<file path="config.mk">
export PLATFORM = sky130hd
export DESIGN_NAME = fbg_guard
export DESIGN_NICKNAME = d
export VERILOG_FILES = /design/src/verilog/fbg_pkg.sv /design/src/verilog/fbg_guard.sv
export SDC_FILE = /design/constraint.sdc
export NUM_CORES = 1
export LEC_CHECK = 0
export BUFFER_PORTS_ARGS = -buffer_cell sky130_fd_sc_hd__buf_4
export CAP_MARGIN = 10
export CORE_MARGIN = 2
export CORE_UTILIZATION = 45
export CTS_CLUSTER_SIZE = 8
export DETAILED_ROUTE_END_ITERATION = 6
export GPL_TIMING_DRIVEN = 0
export HOLD_SLACK_MARGIN = 0.15
export PLACE_DENSITY = 0.77
export SLEW_MARGIN = 20
export SYNTH_ARGS = -nofsm -noshare
export SYNTH_HDL_FRONTEND = slang
export SYNTH_SLANG_ARGS = --single-unit
</file>
<file path="constraint.sdc">
create_clock -name mclk -period 2.7 [get_ports mclk]
set_input_delay 0.405 -clock mclk [delete_from_list [all_inputs] [get_ports mclk]]
set_output_delay 0.405 -clock mclk [all_outputs]
set_load 0.01 [all_outputs]
</file>
<file path="src/verilog/fbg_pkg.sv">
// Purpose: constants and carriers for the flash boot select and guard block
// Assumes: byte-wide flash read port, one system clock
// Notes: addresses are byte addresses of the flash/SFR space
package fbg_pkg;
    // ------------------------------------------------------------
    // Boot code area
    // ------------------------------------------------------------
    localparam logic [23:0] SIG_BASE = 24'h013FF0;
    localparam logic [23:0] DESC_BASE = 24'h013FF8;
    localparam logic [23:0] USER_BOOT_START = 24'h010000;
    localparam logic [63:0] BOOT_SIG = 64'h55736572426F6F74;
    localparam logic [7:0] LEVEL_HIGH_SERIAL = 8'h00;
    localparam logic [7:0] LEVEL_HIGH_USER = 8'h01;
    localparam logic [7:0] BIT_INDEX_MAX = 8'h07;
    // ------------------------------------------------------------
    // Port data register addresses, first to last
    // ------------------------------------------------------------
    localparam int NUM_PORTS = 11;
    localparam logic [15:0] PORT_ADDR [NUM_PORTS] = '{16'h03E0, 16'h03E1, 16'h03E4,
        16'h03E5, 16'h03E8, 16'h03E9, 16'h03EC, 16'h03ED, 16'h03F0, 16'h03F1, 16'h03F4};
    // ------------------------------------------------------------
    // Vector area and identifier
    // ------------------------------------------------------------
    localparam logic [23:0] RESET_VEC_BASE = 24'h0FFFFC;
    localparam logic [23:0] ID_FIRST_ADDR = 24'h0FFFDF;
    localparam logic [23:0] ID_STEP = 24'h000004;
    localparam int ID_BYTES = 7;
    localparam logic [55:0] ERASE_WORD = 56'h414C6552415345;
    localparam logic [55:0] DISABLE_WORD = 56'h50726F74656374;
    localparam logic [31:0] BLANK_VECTOR = 32'hFFFFFFFF;
    // ------------------------------------------------------------
    // Data flash window and reset values
    // ------------------------------------------------------------
    localparam logic [23:0] DFLASH_LO = 24'h00E000;
    localparam logic [23:0] DFLASH_HI = 24'h00FFFF;
    localparam logic RST_SECOND_ROM_DISABLE = 1'b1;
    localparam logic RST_DATA_FLASH_SELECT = 1'b0;
    localparam logic RST_INTERNAL_AREA_EXPAND = 1'b0;
    localparam logic RST_CPU_REWRITE_ENABLE = 1'b0;

    typedef enum logic [1:0] {
        FBG_MODE_NONE,
        FBG_MODE_NORMAL,
        FBG_MODE_USER_BOOT,
        FBG_MODE_SERIAL
    } fbg_mode_t;

    typedef struct packed {
        logic idValid;
        logic [55:0] id;
    } fbg_id_t;

    typedef struct packed {
        logic accept;
        logic reject;
        logic forceErase;
        logic serialOff;
    } fbg_verdict_t;
endpackage
</file>
<file path="src/verilog/fbg_guard.sv">
// Purpose: reset-time boot selection, region gating and serial/parallel guard
// Assumes: flash read data one cycle after flashRdEn; strap and port pins synchronous
// Notes: verdicts hold until the next reset
//
// Implementation choices: the address map and the strobed register port.
`timescale 1ns/100ps
// Behaviour
// - Boot mode on reset when low strap low, mode and high straps high.
// - Eight signature bytes must match the boot signature, else serial mode.
// - Signature good and descriptor all zero selects user boot, no port sampled.
// - Otherwise sample the named port bit; level select decides its polarity.
// - Descriptor address must be one of the eleven port data registers.
// - User boot starts fetch at the second program ROM start.
// - Second program ROM usable only while its disable bit is zero.
// - Data flash mapped into its window only while select bit is one.
// - Rewrite enable forces area expand bit; writes held, applied after clearing.
// - Entering rewrite mode sets data flash select and area expand bits.
// - Protect bit zero refuses parallel programmer reads and rewrites.
// - Serial mode compares seven identifier bytes; mismatch rejects later commands.
// - Blank reset vector skips comparison and accepts every command.
// - Stored identifier read first byte first at four-byte spacing.
// - Recognise the forced-erase and serial-disable reserved words.
// - Forced erase only in serial mode when erase word is sent and also stored, or sent while unprotected.
// - Sent erase word, stored differs: erase if unprotected, else normal check.
// - Stored erase word, other sent: mismatch, ignore commands, stay protected.
// - Stored disable word refuses serial communication; user boot still allowed.
module fbg_guard (
    input wire logic mclk,
    input wire logic resetn,
    input wire logic processorModeStrap,
    input wire logic bootStrapLowPin,
    input wire logic bootStrapHighPin,
    input wire logic romProtectBit,
    output logic flashRdEn,
    output logic [23:0] flashRdAddr,
    input wire logic [7:0] flashRdData,
    output logic [15:0] portRdAddr,
    input wire logic [7:0] portRdData,
    input wire logic idStrobe,
    input wire fbg_pkg::fbg_id_t idIn,
    input wire logic cmdStrobe,
    input wire logic parAccessReq,
    input wire logic [23:0] cpuAddr,
    input wire logic [7:0] regAddr,
    input wire logic [7:0] regWrData,
    input wire logic regWr,
    input wire logic regRd,
    output logic [7:0] regRdData,
    output fbg_pkg::fbg_mode_t bootMode,
    output logic [23:0] fetchStart,
    output logic decided,
    output fbg_pkg::fbg_verdict_t verdict,
    output logic cmdAccept,
    output logic parAccessGrant,
    output logic eraseAllUserRom,
    output logic secondRomEnable,
    output logic dataFlashHit
);
    // ------------------------------------------------------------
    // Register offsets and bit positions
    // ------------------------------------------------------------
    localparam logic [7:0] REG_SECOND_ROM_CONTROL = 8'h00;
    localparam logic [7:0] REG_PROCESSOR_MODE_ONE = 8'h01;
    localparam logic [7:0] REG_FLASH_CONTROL_ZERO = 8'h02;
    localparam logic [7:0] REG_STATUS = 8'h03;
    localparam int PM_DFS = 0;
    localparam int PM_IAE = 3;
    localparam int FC_CRE = 1;

    typedef enum logic [2:0] {
        S_IDLE, S_SIG, S_DESC, S_PORT, S_VEC, S_ID, S_DONE
    } fbg_scan_t;

    fbg_scan_t scan;
    logic [3:0] idx;
    logic rdPend;
    logic [63:0] sigBuf;
    logic [31:0] descBuf;
    logic [31:0] vecBuf;
    logic [55:0] storedId;
    logic bootEntry;
    logic serialMode;
    logic secondRomDisable;
    logic dataFlashSelect;
    logic expandShadow;
    logic cpuRewriteEnable;
    logic [7:0] next_rdData;

    function automatic logic portValid(input logic [15:0] a);
        logic hit;
        hit = 1'b0;
        for (int i = 0; i < fbg_pkg::NUM_PORTS; i++)
        begin
            if (a == fbg_pkg::PORT_ADDR[i])
            begin
                hit = 1'b1;
            end
        end
        return hit;
    endfunction

    // ------------------------------------------------------------
    // Reset-time scan of boot area, vectors and identifier
    // ------------------------------------------------------------
    always_ff @(posedge mclk)
    begin
        if (!resetn)
        begin
            scan <= S_IDLE;
            idx <= 4'h0;
            rdPend <= 1'b0;
            flashRdEn <= 1'b0;
            flashRdAddr <= 24'h000000;
            portRdAddr <= 16'h0000;
            sigBuf <= 64'h0000000000000000;
            descBuf <= 32'h00000000;
            vecBuf <= 32'h00000000;
            storedId <= 56'h00000000000000;
            bootEntry <= 1'b0;
            serialMode <= 1'b0;
            bootMode <= fbg_pkg::FBG_MODE_NONE;
            fetchStart <= 24'h000000;
            decided <= 1'b0;
        end
        else
        begin
            flashRdEn <= 1'b0;
            rdPend <= flashRdEn;
            case (scan)
                S_IDLE:
                begin
                    // Straps caught on the first edge after release
                    bootEntry <= !bootStrapLowPin && processorModeStrap && bootStrapHighPin;
                    scan <= S_VEC;
                    idx <= 4'h0;
                end
                S_VEC:
                begin
                    if (rdPend)
                    begin
                        vecBuf <= {flashRdData, vecBuf[31:8]};
                        idx <= idx + 4'h1;
                        if (idx == 4'h3)
                        begin
                            scan <= S_ID;
                            idx <= 4'h0;
                        end
                    end
                    else if (!flashRdEn)
                    begin
                        flashRdEn <= 1'b1;
                        flashRdAddr <= fbg_pkg::RESET_VEC_BASE + {20'h00000, idx};
                    end
                end
                S_ID:
                begin
                    if (rdPend)
                    begin
                        storedId <= {storedId[47:0], flashRdData};
                        idx <= idx + 4'h1;
                        if (idx == 4'(fbg_pkg::ID_BYTES - 1))
                        begin
                            idx <= 4'h0;
                            if (bootEntry)
                            begin
                                scan <= S_SIG;
                            end
                            else
                            begin
                                scan <= S_DONE;
                                bootMode <= fbg_pkg::FBG_MODE_NORMAL;
                                decided <= 1'b1;
                            end
                        end
                    end
                    else if (!flashRdEn)
                    begin
                        flashRdEn <= 1'b1;
                        // Slot after the second byte is skipped
                        flashRdAddr <= fbg_pkg::ID_FIRST_ADDR
                            + 24'((idx + 4'(idx > 4'h1)) * fbg_pkg::ID_STEP);
                    end
                end
                S_SIG:
                begin
                    if (rdPend)
                    begin
                        sigBuf <= {sigBuf[55:0], flashRdData};
                        idx <= idx + 4'h1;
                        if (idx == 4'h7)
                        begin
                            idx <= 4'h0;
                            scan <= S_DESC;
                        end
                    end
                    else if (!flashRdEn)
                    begin
                        flashRdEn <= 1'b1;
                        flashRdAddr <= fbg_pkg::SIG_BASE + {20'h00000, idx};
                    end
                end
                S_DESC:
                begin
                    if (sigBuf != fbg_pkg::BOOT_SIG)
                    begin
                        scan <= S_DONE;
                        serialMode <= 1'b1;
                        bootMode <= fbg_pkg::FBG_MODE_SERIAL;
                        decided <= 1'b1;
                    end
                    else if (rdPend)
                    begin
                        descBuf <= {descBuf[23:0], flashRdData};
                        idx <= idx + 4'h1;
                        if (idx == 4'h3)
                        begin
                            scan <= S_PORT;
                        end
                    end
                    else if (!flashRdEn)
                    begin
                        flashRdEn <= 1'b1;
                        flashRdAddr <= fbg_pkg::DESC_BASE + {20'h00000, idx};
                    end
                end
                S_PORT:
                begin
                    // Descriptor bytes: addr low, addr high, bit index, level select
                    scan <= S_DONE;
                    decided <= 1'b1;
                    if (descBuf == 32'h00000000)
                    begin
                        bootMode <= fbg_pkg::FBG_MODE_USER_BOOT;
                        fetchStart <= fbg_pkg::USER_BOOT_START;
                    end
                    else if (portValid({descBuf[23:16], descBuf[31:24]})
                        && descBuf[15:8] <= fbg_pkg::BIT_INDEX_MAX
                        && (descBuf[7:0] == fbg_pkg::LEVEL_HIGH_SERIAL
                        || descBuf[7:0] == fbg_pkg::LEVEL_HIGH_USER)
                        && (portRdData[descBuf[10:8]] == descBuf[0]))
                    begin
                        bootMode <= fbg_pkg::FBG_MODE_USER_BOOT;
                        fetchStart <= fbg_pkg::USER_BOOT_START;
                    end
                    else
                    begin
                        // Undefined descriptors fall back to serial, the safe mode
                        serialMode <= 1'b1;
                        bootMode <= fbg_pkg::FBG_MODE_SERIAL;
                    end
                end
                S_DONE:
                begin
                    scan <= S_DONE;
                end
                default:
                begin
                    scan <= S_IDLE;
                end
            endcase
            if (scan == S_DESC && rdPend && idx == 4'h1)
            begin
                portRdAddr <= {flashRdData, descBuf[7:0]};
            end
        end
    end

    // ------------------------------------------------------------
    // Identifier verdict, held until reset
    // ------------------------------------------------------------
    logic blankVec;
    logic sentErase;
    logic storedErase;
    assign blankVec = (vecBuf == fbg_pkg::BLANK_VECTOR);
    assign sentErase = (idIn.id == fbg_pkg::ERASE_WORD);
    assign storedErase = (storedId == fbg_pkg::ERASE_WORD);

    always_ff @(posedge mclk)
    begin
        if (!resetn)
        begin
            verdict <= '0;
            eraseAllUserRom <= 1'b0;
        end
        else if (decided && serialMode && !verdict.accept && !verdict.reject
            && !verdict.serialOff)
        begin
            if (storedId == fbg_pkg::DISABLE_WORD)
            begin
                verdict.serialOff <= 1'b1;
                verdict.reject <= 1'b1;
            end
            else if (blankVec)
            begin
                verdict.accept <= 1'b1;
            end
            else if (idStrobe && idIn.idValid)
            begin
                if (sentErase && (storedErase || romProtectBit))
                begin
                    verdict.forceErase <= 1'b1;
                    verdict.accept <= 1'b1;
                    eraseAllUserRom <= 1'b1;
                end
                else if (idIn.id == storedId)
                begin
                    verdict.accept <= 1'b1;
                end
                else
                begin
                    verdict.reject <= 1'b1;
                end
            end
        end
        else
        begin
            eraseAllUserRom <= 1'b0;
        end
    end

    always_ff @(posedge mclk)
    begin
        if (!resetn)
        begin
            cmdAccept <= 1'b0;
            parAccessGrant <= 1'b0;
        end
        else
        begin
            cmdAccept <= cmdStrobe && verdict.accept && serialMode;
            parAccessGrant <= parAccessReq && romProtectBit;
        end
    end

    // ------------------------------------------------------------
    // Control registers
    // ------------------------------------------------------------
    always_ff @(posedge mclk)
    begin
        if (!resetn)
        begin
            secondRomDisable <= fbg_pkg::RST_SECOND_ROM_DISABLE;
            dataFlashSelect <= fbg_pkg::RST_DATA_FLASH_SELECT;
            expandShadow <= fbg_pkg::RST_INTERNAL_AREA_EXPAND;
            cpuRewriteEnable <= fbg_pkg::RST_CPU_REWRITE_ENABLE;
        end
        else if (regWr)
        begin
            case (regAddr)
                REG_SECOND_ROM_CONTROL: secondRomDisable <= regWrData[0];
                REG_PROCESSOR_MODE_ONE:
                begin
                    dataFlashSelect <= regWrData[PM_DFS];
                    expandShadow <= regWrData[PM_IAE];
                end
                REG_FLASH_CONTROL_ZERO:
                begin
                    cpuRewriteEnable <= regWrData[FC_CRE];
                    if (regWrData[FC_CRE] && !cpuRewriteEnable)
                    begin
                        dataFlashSelect <= 1'b1;
                    end
                end
                default:
                begin
                end
            endcase
        end
    end

    logic areaExpand;
    assign areaExpand = cpuRewriteEnable | expandShadow;

    always_comb
    begin
        case (regAddr)
            REG_SECOND_ROM_CONTROL: next_rdData = {7'h00, secondRomDisable};
            REG_PROCESSOR_MODE_ONE: next_rdData = {4'h0, areaExpand, 2'h0, dataFlashSelect};
            REG_FLASH_CONTROL_ZERO: next_rdData = {6'h00, cpuRewriteEnable, 1'b0};
            REG_STATUS: next_rdData = {2'h0, verdict, decided, serialMode};
            default: next_rdData = 8'h00;
        endcase
    end

    always_ff @(posedge mclk)
    begin
        if (!resetn)
        begin
            regRdData <= 8'h00;
            secondRomEnable <= 1'b0;
            dataFlashHit <= 1'b0;
        end
        else
        begin
            regRdData <= regRd ? next_rdData : 8'h00;
            secondRomEnable <= !secondRomDisable;
            dataFlashHit <= dataFlashSelect && cpuAddr >= fbg_pkg::DFLASH_LO
                && cpuAddr <= fbg_pkg::DFLASH_HI;
        end
    end

    // ------------------------------------------------------------
    // Checks
    // ------------------------------------------------------------
    a_par_refused: assert property (@(posedge mclk) disable iff (!resetn)
        parAccessReq && !romProtectBit |=> !parAccessGrant)
        else $error("parallel access granted while protected");
    a_cmd_rejected: assert property (@(posedge mclk) disable iff (!resetn)
        verdict.reject |=> !cmdAccept)
        else $error("command accepted after mismatch");
    a_verdict_held: assert property (@(posedge mclk) disable iff (!resetn)
        verdict.accept |=> verdict.accept)
        else $error("verdict changed before reset");
    a_user_fetch: assert property (@(posedge mclk) disable iff (!resetn)
        bootMode == fbg_pkg::FBG_MODE_USER_BOOT |-> fetchStart == fbg_pkg::USER_BOOT_START)
        else $error("user boot fetch start wrong");
    a_bad_sig: assert property (@(posedge mclk) disable iff (!resetn)
        scan == S_DESC && sigBuf != fbg_pkg::BOOT_SIG |=> bootMode == fbg_pkg::FBG_MODE_SERIAL)
        else $error("bad signature did not select serial");
    a_rewrite_expand: assert property (@(posedge mclk) disable iff (!resetn)
        cpuRewriteEnable |-> next_rdData[PM_IAE] || regAddr != REG_PROCESSOR_MODE_ONE)
        else $error("area expand not forced");
    a_rewrite_dfs: assert property (@(posedge mclk) disable iff (!resetn)
        regWr && regAddr == REG_FLASH_CONTROL_ZERO && regWrData[FC_CRE] && !cpuRewriteEnable
        |=> dataFlashSelect)
        else $error("data flash select not set on rewrite entry");
    a_rom2_gate: assert property (@(posedge mclk) disable iff (!resetn)
        secondRomDisable ##1 secondRomDisable |-> !secondRomEnable)
        else $error("second rom enabled while disabled");
    a_df_gate: assert property (@(posedge mclk) disable iff (!resetn)
        !dataFlashSelect |=> !dataFlashHit)
        else $error("data flash hit while deselected");
    a_serial_off: assert property (@(posedge mclk) disable iff (!resetn)
        verdict.serialOff |-> !verdict.accept)
        else $error("serial accepted while disabled");
    c_user_boot: cover property (@(posedge mclk) bootMode == fbg_pkg::FBG_MODE_USER_BOOT);
    c_serial: cover property (@(posedge mclk) verdict.accept && serialMode);
    c_force: cover property (@(posedge mclk) eraseAllUserRom);
    c_reject: cover property (@(posedge mclk) verdict.reject);
endmodule

</file>
# == Word-level counts from Yosys, hierarchy flattened ==
# Cells that the tools add are included.
# word_totals
register_bits,283
input_bits,124
out_inout_bits,85
wordCells,244
# classes
addsub,6
n_lt_le_gt_ge,5
n_eq_ne,58
mux,79
bitwise_logic,4
reduce_logical,63
# ops
op,n
two-way mux 24 bit,11
"== test 16 x 10 -> 1 bit, second input constant",11
"== test 56 x 55 -> 1 bit, second input constant",3
case mux 24 bit (4 select lines),1
"!= test 64 x 63 -> 1 bit, second input constant",1
== test 56 bit,1
"!= test 2 bit, second input constant",23
"adder 17 x 4 -> 18 bit, first input constant",2
two-way mux 1 bit,34
two-way mux 3 bit,11
"== test 32 bit, second input constant",1
logical NOT 32 bit,1
two-way mux 4 bit,8
">= comparator 24 x 16 -> 1 bit, second input constant",1
"<= comparator 24 x 16 -> 1 bit, second input constant",1
case mux 6 bit (4 select lines),1
"adder 20 x 4 -> 21 bit, first input constant",1
"adder 20 x 7 -> 21 bit, first input constant",1
case mux 4 bit (5 select lines),1
AND reduction 2 bit,10
logical AND 1 bit,19
case mux 3 bit (6 select lines),1
"== test 8 x 1 -> 1 bit, second input constant",2
"== test 8 x 2 -> 1 bit, second input constant",2
37 further kinds,67

# == Logic depth before layout (Yosys ltp) ==
# depth
word_depth,21
ltp_mapped,16
depth_no_buf,14

# == Worst setup path after synthesis ==
# Ideal clock, no wire load.
# synth_path
path_type,register -> register
start,register idx[2]
end,register flashRdAddr[14]
setup_ns,0.091
t_arrival_ns,2.693
required_ns,2.609
slack_ns,-0.084
path_stages_with_launch,17
path_buffers,2
synth_period_minus_slack_ns,2.784
path_cell_list,dfxtp_1 clkbuf_1 inv_1 ha_1 clkbuf_1 o21ai_0 ha_1 ha_1 inv_1 ha_1 inv_1 o21bai_1 ha_1 nand2_1 a21oi_1 a31oi_1 a311oi_1
# synth_between
elab_chain_len,6
elab_cells_between_ends,16
cone_classes,add/sub (5); order compare (1); mux (10)
# synth_rtl
element,line_no,source
from (decl),fbg_guard.sv:75,logic [3:0] idx;
from (signal assigned),fbg_guard.sv:142,idx <= idx + 4'h1;
from (signal assigned),fbg_guard.sv:160,idx <= idx + 4'h1;
from (signal assigned),fbg_guard.sv:189,idx <= idx + 4'h1;
greater-than comparator 4 x 1 -> 1 bit,fbg_guard.sv:181,+ 24'((idx + 4'(idx > 4'h1)) * fbg_pkg::ID_STEP);
adder 4 x 1 -> 5 bit,fbg_guard.sv:181,
adder 20 x 7 -> 21 bit,fbg_guard.sv:181,
two-way mux 24 bit,fbg_guard.sv:176,else if (!flashRdEn)
two-way mux 24 bit,fbg_guard.sv:157,if (rdPend)
case mux 24 bit (4 select lines) *,fbg_guard.sv:129,case (scan)
to (signal assigned),fbg_guard.sv:152,"flashRdAddr <= fbg_pkg::RESET_VEC_BASE + {20'h00000, idx};"
to (signal assigned),fbg_guard.sv:180,flashRdAddr <= fbg_pkg::ID_FIRST_ADDR
to (signal assigned),fbg_guard.sv:199,"flashRdAddr <= fbg_pkg::SIG_BASE + {20'h00000, idx};"
to (decl),fbg_guard.sv:35,"output logic [23:0] flashRdAddr,"
# Every way passes the cells marked *; elsewhere a longest branch is shown, timed or not. The select of a mux whose other input is x is not followed.
# A chain may end at the register's enable or synchronous reset.

# == Final worst setup path ==
# layout_path
start,register idx[0]
end,register flashRdAddr[14]
# Same word-level chain as after synthesis.

==> results.yml <==
yosys:
  synth_cell_types: 67
  ys_ff_latch: 251
  synth_top_family_by_area: "simple AND/OR/NAND/NOR gates"
  ys.flop_type: "dfxtp_1"
  synth-edff-count: 0
  synth_area_per_cell_um2: 8.16
  async_reset_ff_share_pct: 0
  yosysWarnings: 0
  synth_compound_area_share_pct: 12.8
  synth_mux_area_share_pct: 4.17
  yosysSeqAreaShare_pct: 44.0
  synth_fa_ha_area_share_pct: 1.21
  syn_inst: 1398
  synthXorXnorAreaFrac_pct: 4.68
  syn_area_um2: 11400
  synthSimpleGateAreaFrac_pct: 27.9
clocking:
  clk_pin_slew_worst_paths_ns: 0.05
  cts-root-buf: "clkbuf_16"
  clk_latency_ns: 0.51
  h-tree-depth: 2
  cts_tree: "built"
  clk_path_buf_depth: 3
  cts.sinks: 251
  cts_made_buffers: 37
final_layout:
  antennaDiodeCount: 0
  mostFrequentLayoutCell: "nand2_1"
  final_cell_mix: "nand2_1 (374), dfxtp_1 (247), buf_4 (197)"
  nets: 1768
  final_layout_size_suffix_gt1_share_pct: 17.4
  final_util_pct: 57.1
  areaGrowthSynthToFinish_pct: 25.3
floorplan:
  io_pins: 209
  die_y_um: 163
  core-area_um2: 25000
  fp.dieW_um: 163
  start_util_pct: 45.6
  row_count: 58
  dieArea_um2: 26700
global_route:
  grt_pass1_wl_mm: 52.3
  grt_remaining_overflow: 0
  grt.total_usage_pct: 24.1
  grt_pass1_vias: 10393
  grt_max_degree: 11
  grt_antenna_before_repair: 0
worst_setup_path:
  reg2reg_slack_ns: 0.07
  r2r_end: "flashRdAddr[14]"
  timing.rr.start: "idx[0]"
  slowest_delay_ns: 0.40
  crit_slowest_cell: "dfxtp_2"
  critPathTopFamily: "adder cells"
  path_cells: "inv_1 -> ha_1 -> o21ai_1 -> ha_2 -> ha_4 -> inv_1 -> ha_2 -> inv_1 -> o21bai_2 -> ha_2 -> nand2_1 -> a21oi_2 -> a31oi_4 -> a311oi_2"
  crit_fanout: 7
  arrival_ns: 3.05
  path_class: "reg -> reg"
  worst_setup_path_start_kind: "register"
  end_kind: "register"
  critPathRequiredTime_ns: 3.12
  ff2ff_path_depth: 14
  worst-path-buf-inv: 3
route:
  viasPerCell: 5.53
  firstDrtPassIters: 6
  drtIter0Drc: 895
  drt_drc_violations_left: 0
  ant_nets: 0
  vias: 10875
  wl_per_cell_um: 16.7
  drt_wl_total_mm: 32.8
timing:
  worst_clock_skew_ns: 0.0296
  slew_headroom_pct: 52.5
  setup_viol: 0
  slew_violations: 0
  tns_ns: 0
  min_period_ns: 2.63
  worstMarginPinSlew_ns: 0.712
  min_period_over_period_pct: 97.4
  fmax_mhz: 380
  hold_viol_final: 0
  holdWs_ns: 0.159
pwr:
  power_density_nw_per_um2: 719
  power.leakage_nw: 5.62
  ir_worst_vdd_mv: 0.595
worst_hold_path:
  hold_end: "expandShadow"
  hp-start: "regWrData[3]"
  hold_depth: 3
  min_path_type: "in -> reg"
placed_design:
  io_buffers: 160
  dp_hpwl_mm: 24.3
  gp_congestion: 0.953
flow_run:
  drv_cap: 0
run_status:
  status: "finished, final reports clean"
## power breakdown
group	switching (mW)	internal, mW	total, mW
clock network	1.52	2.52	4.04
registers	0.162	3.91	4.07
logic	1.24	0.942	2.18
total	2.92	7.37	10.3
## Yosys cell counts, drive strengths merged (2+ instances only)
master	number	area, µm²
and4bb	4	50.1
clkbuf	58	218
nor4bb	22	220
mux4	2	45.0
a311oi	4	35.0
and2	7	43.8
nand4b	4	35.0
xnor2	20	175
and3	10	62.6
nor3b	2	20.0
inv	16	60.1
or4	3	26.3
nand2	375	1410
nor4b	21	214
nor2b	6	37.5
nor4	27	175
ha	11	138
and4b	14	140
nand3	22	115
or2	4	25.0
or3	2	12.5
a31o	2	17.5
buf	47	317
a21oi	197	986
o31ai	2	15.0
nor2	67	259
o211ai	2	15.0
nand4	35	219
o211a	2	20.0
nor3	13	65.1
a21o	4	30.0
mux2i	43	430
a211oi	6	45.0
o21ai	29	168
dfxtp	251	5020
o21a	6	45.0
xor2	41	359
## sequential cells by signal, indices dropped and copies added (netlist names), 2 cells and up
signal	count
scan	3
verdict	4
vecBuf	32
descBuf	32
portRdAddr	16
sigBuf	64
idx	4
storedId	56
flashRdAddr	17
bootMode	2
regRdData	6
## kinds of logic after synthesis
| logic type | count (synthesis) |
|---|---|
| buffers and inverters | 122 |
| AND/OR/NAND/NOR | 644 |
| other | 1 |
| multiplexers | 45 |
| AO/OA/AOI/OAI | 263 |
| XOR/XNOR | 61 |
| adder cells (fa/ha/maj) | 11 |
| flip-flops | 251 |
## metrics by stage
step	std cells	area, µm²	setup WS [ns]	power (mW)
after floorplan	1425	11500	0.0723	5.40
after global routing	1965	14300	-0.0185	10.7
after global placement	1915	13100	-0.260	6.10
after CTS	1965	14200	0.00231	10.2
after detailed placement	1915	13100	-0.346	6.15
final	1965	14300	0.0704	10.3
## worst reg2reg max path, cell delays in order (launching register included)
cell      delay, ns
dfxtp_2        0.40
inv_1          0.12
ha_1           0.22
o21ai_1        0.16
ha_2           0.22
ha_4           0.20
inv_1          0.05
ha_2           0.17
inv_1          0.05
o21bai_2       0.16
ha_2           0.19
nand2_1        0.07
a21oi_2        0.22
a31oi_4        0.07
a311oi_2       0.25
## what timing repair did
item,CTS,global route
pin swaps,4,6
hold endpoints to repair,5,0
setup endpoints to repair,7,8
hold buffers,7,0
resized for setup,13,14
buffers inserted,2,1
## layer usage
layer	wire, µm	track usage, %	vias to the layer above
met5	0	0	-
met4	934	9.25	0
met3	2700	5.26	86
met2	15400	39.6	453
met1	13800	31.0	5103
li1	-	-	5233
## cell type report
class	count	area [µm²]
Clock buffer	39	976
Buffer	104	541
Tap cell	330	413
Multi-Input combinational cell	1052	5960
Timing Repair Buffer	170	1290
Fill cell	2250	10700
Inverter	17	66.3
Clock inverter	2	16.3
Sequential cell	251	5030
## worst max path at each step
stage	startpoint	to	slack (ns)	cells past startpoint
after floorplan	idx[2]	flashRdAddr[14]	0.07	16
after global placement	idx[2]	flashRdAddr[14]	-0.26	16
after detailed placement	idx[2]	flashRdAddr[14]	-0.35	16
after CTS	idx[2]	flashRdAddr[14]	0.002	16
after global routing	idx[0]	flashRdAddr[14]	-0.02	14
final	idx[0]	flashRdAddr[14]	0.07	14
No activity file was read; power rests on OpenSTA's default activity.
